===== src/rtl/clb_pkg.sv =====
// package for the logic cluster model: sizes, modes, reset values
// assumes one clock domain; included first in compile order
package clb_pkg;

  localparam int LUT_DEPTH     = 16;   // entries per function generator
  localparam int LUT_ADDR_W    = 4;    // address lines per generator
  localparam int SLICES        = 4;    // slices per cluster
  localparam int LUTS          = 8;    // generators per cluster
  localparam int BUS_LINES     = 4;    // horizontal bus lines per cluster
  localparam int BUS_DRIVERS   = 2;    // bus drivers per cluster
  localparam int CARRY_CHAINS  = 2;    // independent carry chains
  localparam int CARRY_BITS    = 4;    // bits per chain (two per slice)
  localparam int CHAIN_LEN     = 128;  // addressable shift bits per cluster
  localparam int CHAIN_ADDR_W  = 7;
  localparam logic RESET_FLAG  = 1'b0;

  // generator operating modes, one-hot
  typedef enum logic [3:0] {
    CLB_MODE_SPRAM = 4'h1,
    CLB_MODE_DPRAM = 4'h2,
    CLB_MODE_ROM   = 4'h4,
    CLB_MODE_SHIFT = 4'h8
  } clb_mode_e;

  typedef logic [LUT_DEPTH-1:0] clb_word_t;

endpackage : clb_pkg


===== src/rtl/clb_lut_cell.sv =====
// one 16x1 function generator: RAM, ROM or addressable shift register
// assumes write/shift requests come from logic on clk, no pin crossing
`timescale 1ns/1ps
module clb_lut_cell
  import clb_pkg::*;
#(
  parameter clb_word_t INIT = '0
) (
  input  wire logic                  clk,
  input  wire clb_mode_e             mode,
  input  wire logic [LUT_ADDR_W-1:0] readAddr,
  input  wire logic [LUT_ADDR_W-1:0] writeAddr,
  input  wire logic                  writeEn,
  input  wire logic                  writeData,
  input  wire logic                  shiftEn,
  input  wire logic                  shiftIn,
  output logic                       readData,
  output logic                       cascadeOut
);

  // storage has no reset on purpose: contents only change by write or shift
  typedef struct packed {
    clb_word_t mem;
  } clb_cell_s;

  // configuration load as a declaration value, so the flop keeps one writer
  clb_cell_s cell_reg = '{mem: INIT};
  clb_cell_s cell_next;

  //////////////////////////////////////////////////////////////////////////
  // next contents
  always_comb begin
    cell_next = cell_reg;
    // stage advance
    if (mode == CLB_MODE_SHIFT && shiftEn) begin
      cell_next.mem = {cell_reg.mem[LUT_DEPTH-2:0], shiftIn};
    end else if ((mode == CLB_MODE_SPRAM || mode == CLB_MODE_DPRAM) && writeEn) begin
      cell_next.mem[writeAddr] = writeData;
    end
  end

  // no set or reset
  always_ff @(posedge clk) begin
    cell_reg <= cell_next;
  end

  // combinational tap read
  assign readData   = cell_reg.mem[readAddr];
  // last stage cascade
  assign cascadeOut = cell_reg.mem[LUT_DEPTH-1];

endmodule // clb_lut_cell


===== src/rtl/clb_cluster.sv =====
// one logic cluster: eight generators, wide muxes, carry, sum chain, bus
// assumes all user inputs are on clk; memory outputs are combinational
`timescale 1ns/1ps

// Operation
// single-port memory: one address, clocked write, combinational read
// dual-port memory adds a combinational read-only second port
// each generator has separate four-line read and write addresses
// single-port mode ties read and write address together
// dual-port second generator reads port-two address, writes port-one address
// generators act as 16x1 ROM, cascading to 256 entries over two clusters
// generator shifts 16 bits on clock with optional enable
// shift tap selected by four-bit address, read combinationally
// shift stages have no set or reset
// user logic keeps tap constant when registering it in a flip-flop
// cascade links last stage into next, giving 128-bit addressable chain
// muxes: 2:1 per generator up to 32:1 over two clusters
// per slice five-input and upper-level mux; cluster has 6,6,7,8 stages
// two upward carry chains, two bits per slice, for add/subtract
// per-slice XOR for full adder and AND for partial products
// sum chain OR combines previous OR and own top carry output
// two bus drivers with own input and enable, AND-OR built
// four bus lines, each driver alternately reaches two of them
// user drives memory write enable active high on slice clock
// enabled shift moves stages up, loads serial input at stage zero
// bus line is OR of input AND enable; one enable per line
module clb_cluster
  import clb_pkg::*;
#(
  parameter logic [LUTS*LUT_DEPTH-1:0] ROM_INIT = '0
) (
  input  wire logic                               clk,
  input  wire logic                               rst_b,
  input  wire clb_mode_e                          mode,
  input  wire logic [LUT_ADDR_W-1:0]              addr,
  input  wire logic [LUT_ADDR_W-1:0]              readOnlyAddr,
  input  wire logic [3:0]                         wideSel,
  input  wire logic [3:0]                         writeData,
  input  wire logic                               writeEn,
  input  wire logic                               shiftEn,
  input  wire logic                               shiftIn,
  input  wire logic [CHAIN_ADDR_W-1:0]            chainAddr,
  input  wire logic [CARRY_CHAINS*CARRY_BITS-1:0] addA,
  input  wire logic [CARRY_CHAINS*CARRY_BITS-1:0] addB,
  input  wire logic [CARRY_CHAINS-1:0]            carryIn,
  input  wire logic [CARRY_CHAINS-1:0]            subtract,
  input  wire logic [CARRY_CHAINS*CARRY_BITS-1:0] ppA,
  input  wire logic [CARRY_CHAINS*CARRY_BITS-1:0] ppB,
  input  wire logic [SLICES-1:0]                  sopIn,
  input  wire logic                               upperWideIn,
  input  wire logic [BUS_DRIVERS-1:0]             busDrvData,
  input  wire logic [BUS_DRIVERS-1:0]             busDrvEnable,
  input  wire logic [BUS_DRIVERS-1:0]             busDrvLineSel,
  input  wire logic [BUS_LINES-1:0]               busLineIn,
  output logic [LUTS-1:0]                         lutRead,
  output logic [3:0]                              dualPortRead,
  output logic                                    wideMuxOut,
  output logic                                    wideMuxEightOut,
  output logic                                    shiftChainOut,
  output logic                                    shiftCascadeOut,
  output logic [CARRY_CHAINS*CARRY_BITS-1:0]      sum,
  output logic [CARRY_CHAINS*CARRY_BITS-1:0]      productBits,
  output logic [CARRY_CHAINS-1:0]                 carryOut,
  output logic [SLICES-1:0]                       sopOut,
  output logic [BUS_LINES-1:0]                    busLineOut,
  output logic                                    shiftTapReg
);

  ////////////////////////////////////////////////////////////////////////////
  // generator address and data routing

  logic [LUT_ADDR_W-1:0] lutRdAddr [LUTS];
  logic [LUT_ADDR_W-1:0] lutWrAddr [LUTS];
  logic [LUTS-1:0]       lutWrData;
  logic [LUTS-1:0]       lutWrEn;
  logic [LUTS-1:0]       lutShiftIn;
  logic [LUTS-1:0]       lutCascade;

  // chain position of generator i reads its tap from the chain address low bits
  function automatic logic [LUT_ADDR_W-1:0] pick_read_addr(input int idx);
    logic [LUT_ADDR_W-1:0] a;
    a = addr;
    // odd generators are the read-only copy in dual-port mode
    if (mode == CLB_MODE_DPRAM && idx[0]) begin
      a = readOnlyAddr;
    end else if (mode == CLB_MODE_SHIFT) begin
      a = chainAddr[LUT_ADDR_W-1:0];
    end
    return a;
  endfunction

  always_comb begin
    for (int i = 0; i < LUTS; i++) begin
      // read and write addresses kept separate
      lutRdAddr[i]  = pick_read_addr(i);
      // shared address in single-port, port-one address for writes
      lutWrAddr[i]  = addr;
      // dual-port pairs hold same data bit, single-port generators i and i+4 share bit i%4
      lutWrData[i]  = (mode == CLB_MODE_DPRAM) ? writeData[i/2] : writeData[i%4];
      // active-high write enable, sampled on clk
      lutWrEn[i]    = writeEn;
    end
    // dedicated cascade from previous generator's last stage
    lutShiftIn = {lutCascade[LUTS-2:0], shiftIn};
  end

  ////////////////////////////////////////////////////////////////////////////
  // eight generators

  for (genvar g = 0; g < LUTS; g++) begin : g_lut
    // generator instance per position
    clb_lut_cell #(
      .INIT (ROM_INIT[g*LUT_DEPTH +: LUT_DEPTH])
    ) u_cell (
      .clk        (clk),
      .mode       (mode),
      .readAddr   (lutRdAddr[g]),
      .writeAddr  (lutWrAddr[g]),
      .writeEn    (lutWrEn[g]),
      .writeData  (lutWrData[g]),
      .shiftEn    (shiftEn),
      .shiftIn    (lutShiftIn[g]),
      .readData   (lutRead[g]),
      .cascadeOut (lutCascade[g])
    );
  end

  // dual-port: even = read/write port, odd = read-only port
  always_comb begin
    for (int p = 0; p < 4; p++) begin
      // second read port
      dualPortRead[p] = lutRead[2*p+1];
    end
  end

  assign shiftCascadeOut = lutCascade[LUTS-1];

  ////////////////////////////////////////////////////////////////////////////
  // wide multiplexers

  logic [SLICES-1:0] wideMuxFiveIn;
  logic [1:0]        wideMuxSixIn;
  logic              wideMuxSevenIn;

  // five-input per slice, then 6,6,7 and 8 level stages
  always_comb begin
    for (int s = 0; s < SLICES; s++) begin
      wideMuxFiveIn[s] = wideSel[0] ? lutRead[2*s+1] : lutRead[2*s];
    end
    wideMuxSixIn[0] = wideSel[1] ? wideMuxFiveIn[1] : wideMuxFiveIn[0];
    wideMuxSixIn[1] = wideSel[1] ? wideMuxFiveIn[3] : wideMuxFiveIn[2];
    wideMuxSevenIn  = wideSel[2] ? wideMuxSixIn[1] : wideMuxSixIn[0];
    // eight-input stage takes a neighbouring cluster's seven-input result
    wideMuxEightOut = wideSel[3] ? upperWideIn : wideMuxSevenIn;
  end

  // shift chain: low address bits tap the generator, upper bits pick it
  always_comb begin
    // 128-bit addressable chain, own 8:1 pick by chainAddr upper bits, replaces wideMuxOut in shift mode
    shiftChainOut = lutRead[chainAddr[CHAIN_ADDR_W-1:LUT_ADDR_W]];
    wideMuxOut    = (mode == CLB_MODE_SHIFT) ? shiftChainOut : wideMuxSevenIn;
  end

  ////////////////////////////////////////////////////////////////////////////
  // carry chains and arithmetic gates

  logic [CARRY_CHAINS*CARRY_BITS-1:0] topCarry;

  // ripple temporaries live at the top so every path starts from a value
  always_comb begin
    logic cy;
    logic prop;
    logic bIn;
    cy          = 1'b0;
    prop        = 1'b0;
    bIn         = 1'b0;
    sum         = '0;
    productBits = '0;
    carryOut    = '0;
    topCarry    = '0;
    for (int c = 0; c < CARRY_CHAINS; c++) begin
      cy = carryIn[c] ^ subtract[c];
      for (int b = 0; b < CARRY_BITS; b++) begin
        bIn  = addB[c*CARRY_BITS+b] ^ subtract[c];
        prop = addA[c*CARRY_BITS+b] ^ bIn;
        // dedicated XOR completes the sum bit
        sum[c*CARRY_BITS+b] = prop ^ cy;
        // partial product AND, driven straight out on productBits
        productBits[c*CARRY_BITS+b] = ppA[c*CARRY_BITS+b] & ppB[c*CARRY_BITS+b];
        // carry select mux, chain runs upward
        cy = prop ? cy : addA[c*CARRY_BITS+b];
        topCarry[c*CARRY_BITS+b] = cy;
      end
      carryOut[c] = cy;
    end
  end

  ////////////////////////////////////////////////////////////////////////////
  // sum-of-products chain

  // OR of previous row OR and own slice top carry
  always_comb begin
    for (int s = 0; s < SLICES; s++) begin
      sopOut[s] = sopIn[s] | topCarry[(s/2)*CARRY_BITS + (s%2)*2 + 1];
    end
  end

  ////////////////////////////////////////////////////////////////////////////
  // bus drivers built as AND-OR

  logic [BUS_LINES-1:0] busDrive;

  // driver d reaches line d or d+2
  always_comb begin
    busDrive = '0;
    for (int d = 0; d < BUS_DRIVERS; d++) begin
      busDrive[d + 2*busDrvLineSel[d]] = busDrvData[d] & busDrvEnable[d];
    end
    busLineOut = busLineIn | busDrive;
  end

  ////////////////////////////////////////////////////////////////////////////
  // slice flip-flop on the shift tap, for a clocked read

  typedef struct packed {
    logic tap;
  } clb_ff_s;

  clb_ff_s ff_reg;
  clb_ff_s ff_next;

  // useful only with a constant tap address
  always_comb begin
    ff_next     = ff_reg;
    ff_next.tap = shiftChainOut;
  end

  always_ff @(posedge clk or negedge rst_b) begin
    if (!rst_b) begin
      ff_reg.tap <= RESET_FLAG;
    end else begin
      ff_reg <= ff_next;
    end
  end

  assign shiftTapReg = ff_reg.tap;

endmodule // clb_cluster


===== config.mk =====
export PLATFORM = sky130hd
export DESIGN_NAME = clb_cluster
export DESIGN_NICKNAME = d
export VERILOG_FILES = /design/src/rtl/clb_pkg.sv /design/src/rtl/clb_lut_cell.sv /design/src/rtl/clb_cluster.sv
export SDC_FILE = /design/constraint.sdc
export NUM_CORES = 1
export LEC_CHECK = 0
export ABC_CLOCK_PERIOD_IN_PS = 8200
export BUFFER_PORTS_ARGS = -buffer_cell sky130_fd_sc_hd__buf_4
export CORE_ASPECT_RATIO = 1.5
export CORE_UTILIZATION = 52
export DETAILED_ROUTE_END_ITERATION = 10
export PLACE_DENSITY_LB_ADDON = 0.08
export SLEW_MARGIN = 20
export SYNTH_ARGS = -nofsm -noshare
export SYNTH_HDL_FRONTEND = slang
export SYNTH_SLANG_ARGS = --single-unit
export TNS_END_PERCENT = 5

===== constraint.sdc =====
create_clock -name clk -period 8.2 [get_ports clk]
set_input_delay 0.82 -clock clk [delete_from_list [all_inputs] [get_ports clk]]
set_output_delay 0.82 -clock clk [all_outputs]
set_load 0.01 [all_outputs]

==> results of run 1 <==
## routing by layer
layer,routed length [um],vias up,part of all wire (%),GRT usage [%]
met5,0,-,0,0
met4,1920,0,6.5,22.1
met3,3130,138,11,8.22
met2,14300,627,48,63.3
met1,10200,3624,35,43.9
li1,-,3262,-,-
## power groups by stage
stage | Sequential (mW) | Combinational, mW | Clock [mW]
floorplan | 0.747 | 0.188 | 0
global placement | 0.750 | 0.305 | 0
detailed placement | 0.750 | 0.311 | 0
CTS | 0.737 | 0.312 | 0.831
global route | 0.737 | 0.342 | 0.855
finish | 0.737 | 0.322 | 0.834
## cell usage in the layout, fill, tap and decap left out, drive strengths merged, types with 5 or more instances in the layout
master,synthesis,final
buf,29,143
edfxtp,128,128
nand2,123,123
a22o,97,97
o21ai,69,69
nor2,38,38
a21oi,29,29
xnor2,21,21
mux2i,21,21
nand3,20,20
clkbuf,33,17
inv,14,16
and2,15,15
mux2,12,12
nand4,10,10
a221oi,10,10
or2,9,9
o22ai,9,9
nor3,9,9
nor2b,8,8
a31oi,8,8
nand2b,7,7
a32oi,7,7
o21a,5,5
o221ai,5,5
a211oi,5,5
bufinv,0,5
## final cells by class
class                           instances  area, sq um
Fill cell                            1233         5380
Multi-Input combinational cell        591         3880
Sequential cell                       129         3870
Timing Repair Buffer                  143         1070
Clock buffer                           17          425
Tap cell                              199          249
Clock inverter                         13          210
Inverter                               14         52.6
## per-stage QoR
stage | power [mW] | worst slack, ns
after global placement | 1.06 | 3.13
final | 1.89 | 2.90
after detailed placement | 1.06 | 3.07
after floorplan | 0.935 | 4.02
after CTS | 1.88 | 3.04
after global routing | 1.93 | 2.82
## final timing paths
path / endpoint / cells after the start
setup / recovery: wideMuxOut / 12
hold / removal: shiftTapReg$_DFF_PN0_ / 1
setup reg to reg: shiftTapReg$_DFF_PN0_ / 7
hold reg to reg: g_lut[6].u_cell.cell_reg[2]$_DFFE_PP_ / 2
max in group asynchronous: shiftTapReg$_DFF_PN0_ / 1
min in group clk: g_lut[6].u_cell.cell_reg[2]$_DFFE_PP_ / 2
## cells by family (layout without fill, tap and decap cells)
family	count (synthesis)	count (layout)	share of synthesized area, %
muxes	33	33	4.32
AOI/OAI and AO/OA	278	278	25.2
DFF	129	129	47.9
adders and majority gates	4	4	0.496
and+or+nand+nor	253	253	15.0
buffers and inverters	76	187	4.61
xor gates and xnor gates	23	23	2.49
==> summary.txt, run 1 <==
Cells and area
  – Share of post-route cells with drive strength above 1: 23.4%
  – Post-route non-filler standard cell count: 1106
  – Final core utilization: 64.4%
  – Max reg flops: 128
  – ANT cells: 0
  – Final Net Count: 979
  – Area growth, synth to finish: 20.7%
  – Final instance area: 9760 sq um

STA
  – Fin Hold WS: 0.161 ns
  – Fin Clk Skew: 0.00893 ns
  – Hold Fails Final Rpt: 0
  – Slew margin rel.: 20.1%
  – Slew @ Worst Pin: 1.19 ns
  – Max Slew Vio Count: 0
  – Final worst-path cycle share: 64.7%
  – RSZ-0062 raised after global routing: no
  – Minimum clock period after layout: 5.30 ns
  – F_max: 189 MHz
  – TNS Setup: 0 ns
  – Final setup viols: 0

Clock tree
  – Hold buffer count at cts: 0
  – H-tree Lvls: 4
  – Clock-pin slew on the worst setup and hold paths: 0.06 ns
  – Clk root buf: clkbuf_16
  – CTS tree: built
  – Clock tree buffer depth: 2
  – Post-CTS setup repair buffer count: 0
  – Post-CTS sizing: 0
  – Clock latency at the later pin of the worst-skew pair: 0.42 ns
  – CTS Sinks: 129
  – TritonCTS Buffers: 17

GRT
  – Largest net degree at the start of global routing: 83
  – GR Overflow Total: 0
  – GRT Overall Usage: 37.5%
  – Number of global-route vias before repair: 7383
  – First-pass GRT wire length: 44500 um
  – Antenna violations before repair: 0

Synthesis
  – Synthesized flop and latch total: 129
  – Synth Area per Inst: 10.2 sq um
  – Share of the synthesized area in the top cell type: 47.6%
  – Most common flop cell mapped by yosys: edfxtp_1
  – Synth warnings: 0
  – Synth cell types: 66
  – Synth async-reset ratio: 0.775%
  – Cells taking the most area after synthesis: edfxtp_1, a22o_1, nand2_1
  – Number of flops mapped to enable cells by yosys: 128
  – Most common cell in the netlist: edfxtp_1
  – Post-synthesis cell count: 796
  – Post-Synthesis Net Count: 879
  – Sequential share of the synthesized area: 47.9%
  – Synth cell count leaders: edfxtp_1, nand2_1, a22o_1, o21ai_0, nor2_1
  – Yosys top cell by area: edfxtp_1
  – Post-synthesis cell area: 8080 sq um

Power
  – Int Power: 1.40 mW
  – Combinational Power Share: 17.0%
  – Clk pwr share: 44.1%
  – Sw Ratio: 25.9%
  – Sequential Power Share: 38.9%
  – Power Density: 194 nW/um^2
  – Leakage power: 3.63 nW
  – P_sw: 490 uW
  – VDD IR max: 0.000154 V

Die
  – Die height: 155 um
  – Initial Util: 53.4%
  – Cell Rows: 55
  – Core ar.: 15100 sq um
  – Die extent in x: 104 um
  – Die area: 16100 sq um
  – I/O pin cnt: 126

Hold path
  – Worst Hold Class: primary input to async pin

Setup path
  – Worst path bufs/invs: 3
  – Worst path slowest cell: mux2i_4
  – R2r setup slk: 5.88 ns
  – CP max stage delay: 0.99 ns
  – Crit. Startpoint: mode[2]
  – Cell chain of the critical path: buf_4, nor4b_4, buf_4, mux2i_4, nand2_1, a32oi_1, nand3_1, o21ai_0, nand2_1, a41o_1, o22ai_1, buf_4
  – Startpoint Class: primary input
  – Critical path type: primary input to output port
  – CP Max Fanout: 29
  – Origin of the critical flop-to-flop path: g_lut[2].u_cell.cell_reg[6]$_DFFE_PP_
  – Most used cell along the critical path: buf_4
  – Largest delay share family, worst path: compound AO/OA/AOI/OAI gates
  – CP required: 7.38 ns
  – Worst Setup End Kind: output port
  – CP Data Arrival Time: 4.48 ns

Run
  – Max_cap viols: 0

Placement
  – Cell Area, Placed: 9100 sq um
  – Placed cells: 1076
  – Post-DP HPWL: 21400 um
  – PortBufs: 125
  – RePlAce Congestion: 1.01

Route
  – Residual DRC: 0
  – Drt first pass iters: 7
  – Routed WL: 29600 um
  – Via density: 6.92
  – Post-DRT Antenna Nets: 0
  – DR WL/cell: 26.8 um
  – Via count: 7651
  – Starting DRC count in detailed routing: 930

Outcome
  – Status: complete, no violations
(Power assumes the default switching activity.)
==> run 2: changes to the inputs <==
--- a/config.mk
+++ b/config.mk
@@ -5,7 +5,7 @@
 export SDC_FILE = /design/constraint.sdc
 export NUM_CORES = 1
 export LEC_CHECK = 0
-export ABC_CLOCK_PERIOD_IN_PS = 8200
+export ABC_CLOCK_PERIOD_IN_PS = 5000
 export BUFFER_PORTS_ARGS = -buffer_cell sky130_fd_sc_hd__buf_4
 export CORE_ASPECT_RATIO = 1.5
 export CORE_UTILIZATION = 52
==> constraint.sdc (replaced) <==
create_clock -name clk -period 5 [get_ports clk]
set_input_delay 0.5 -clock clk [delete_from_list [all_inputs] [get_ports clk]]
set_output_delay 0.5 -clock clk [all_outputs]
set_load 0.01 [all_outputs]
==> run 2 against run 1 <==
  * Design area up 0.76%
  * Register-to-register slack got worse by 3.2 ns
  * Sequential power grew 64%
  * Largest cell class is now flip-flops and latches
  * First-iteration DRC count decreased by 9.1%
  * Combinational power rose by 67%
  * Hold slack gained 0.23 ns
  * Largest power group unchanged
  * Clock skew shrank 0.0012 ns
==> summary.txt, run 2 (synthesized netlist as in run 1, its figures left out) <==
STA
  – Fin Clk Skew: 0.00773 ns
  – Final worst-path cycle share: 87.8%
  – F_max: 228 MHz
  – Slew margin rel.: 20.7%
  – Hold Fails Final Rpt: 0
  – Fin Hold WS: 0.390 ns
  – TNS Setup: 0 ns
  – Final setup viols: 0
  – Max Slew Vio Count: 0
  – Minimum clock period after layout: 4.39 ns
  – Slew @ Worst Pin: 1.18 ns
  – RSZ-0062 raised after global routing: no

Power
  – Leakage power: 3.68 nW
  – Overall Power: 3.08 mW
  – VDD IR max: 0.000241 V
  – Power Density: 313 nW/um^2

Cells and area
  – Share of post-route cells with drive strength above 1: 23.8%
  – Max reg flops: 128
  – Most common cell after layout, fill and taps aside: buf_4
  – # fillers: 1228
  – Area growth, synth to finish: 21.7%
  – Leading cell types in the layout, fill and taps excluded: buf_4, edfxtp_1, nand2_1, a22o_1, o21ai_0
  – Final instance area: 9830 sq um
  – Final Net Count: 992
  – ANT cells: 0

Placement
  – Post-DP HPWL: 22500 um
  – PortBufs: 125
  – RePlAce Congestion: 1.04
  – Cell Area, Placed: 9190 sq um

Setup path
  – CP required: 4.50 ns
  – Critical path type: primary input to output port
  – CP Max Fanout: 15
  – Worst Setup End Kind: output port
  – Startpoint Class: primary input
  – R2r setup slk: 2.72 ns
  – CP Data Arrival Time: 3.89 ns

GRT
  – First-pass GRT wire length: 45700 um
  – Antenna violations before repair: 1
  – Number of global-route vias before repair: 7657
  – GR Overflow Total: 0
  – GRT Overall Usage: 38.8%
  – Largest net degree at the start of global routing: 54

Die
  – Die extent in x: 104 um
  – Die height: 155 um
  – Cell Rows: 55
  – I/O pin cnt: 126
  – Initial Util: 53.4%
  – Core ar.: 15100 sq um
  – Die area: 16100 sq um

Route
  – Post-DRT Antenna Nets: 0
  – Starting DRC count in detailed routing: 845
  – Residual DRC: 0
  – Drt first pass iters: 6
  – Routed WL: 30400 um
  – DR WL/cell: 27.2 um
  – Via density: 6.86
  – Via count: 7686

Clock tree
  – H-tree Lvls: 4
  – Post-CTS sizing: 0
  – CTS Sinks: 129
  – Clock tree buffer depth: 2
  – Hold buffer count at cts: 1
  – Clock latency at the later pin of the worst-skew pair: 0.41 ns
  – CTS tree: built
  – Post-CTS setup repair buffer count: 0
  – Clock-pin slew on the worst setup and hold paths: 0.06 ns
  – Clk root buf: clkbuf_16
  – TritonCTS Buffers: 17

Hold path
  – Worst Hold Class: primary input to async pin

Outcome
  – Status: complete, no violations

Run
  – Max_cap viols: 0
==> run 2: cell types whose count changed in the layout (fill, tap and decap cells not counted), moves of 2 or more <==
cell,change
buf_4,+12
clkbuf_1,+2
clkinv_1,+3
inv_6,-2
o21ai_0,+3
o21ai_1,-3
==> run 2: final timing paths <==
check                                                       start                                endpoint  depth (start not counted)
max in group asynchronous                                   rst_b                   shiftTapReg$_DFF_PN0_                          2
setup reg to reg            g_lut[2].u_cell.cell_reg[6]$_DFFE_PP_                   shiftTapReg$_DFF_PN0_                          7
setup / recovery                                          mode[2]                              wideMuxOut                         13
min in group clk                                          shiftIn   g_lut[0].u_cell.cell_reg[0]$_DFFE_PP_                          2
hold / removal                                              rst_b                   shiftTapReg$_DFF_PN0_                          2
hold reg to reg            g_lut[3].u_cell.cell_reg[11]$_DFFE_PP_  g_lut[3].u_cell.cell_reg[12]$_DFFE_PP_                          2
==> run 2: where the power goes <==
group,switching (mW),internal (mW),leakage (nW),total (mW)
Clock,0.460,0.876,0.296,1.34
Combinational,0.310,0.228,2.19,0.538
Sequential,0.0109,1.20,1.20,1.21
Total,0.780,2.30,3.68,3.08
==> run 2: worst max-delay path, stage by stage <==
cell and delay (ns):
buf_4 0.15, nor4b_4 0.46, buf_4 0.31, mux2i_2 0.62
buf_4 0.27, nor2_1 0.06, a32oi_1 0.16, nand3_1 0.09
o21ai_0 0.53, nand2_1 0.12, a41o_1 0.29, o22ai_1 0.18
buf_4 0.15
==> run 2: stage by stage <==
| step | utilization [%] | std cells | worst slack [ns] |
|---|---|---|---|
| final | 64.9 | 1120 | 0.610 |
| after global placement | 60.7 | 1088 | 0.803 |
| after detailed placement | 60.7 | 1088 | 0.710 |
| after CTS | 64.9 | 1120 | 0.696 |
| after global routing | 64.9 | 1120 | 0.381 |
| after floorplan | - | 796 | 1.46 |
==> run 2: routing by layer <==
metal | vias up | track usage, % | share of wire, %
met5 | - | 0 | 0.036
met4 | 2 | 31.8 | 8.8
met3 | 152 | 9.23 | 9.9
met2 | 579 | 64.5 | 48
met1 | 3651 | 42.2 | 33
li1 | 3302 | - | -
==> run 2: area by class of cell <==
cell class | count | area, sq um | area share (%)
multi-input cells | 591 | 3860 | 39.3
repair buffers | 156 | 1170 | 11.9
well taps | 199 | 249 | 2.53
clock inverters | 12 | 190 | 1.93
flip-flops and latches | 129 | 3870 | 39.4
inverters | 14 | 52.6 | 0.535
clock buffers | 19 | 433 | 4.40
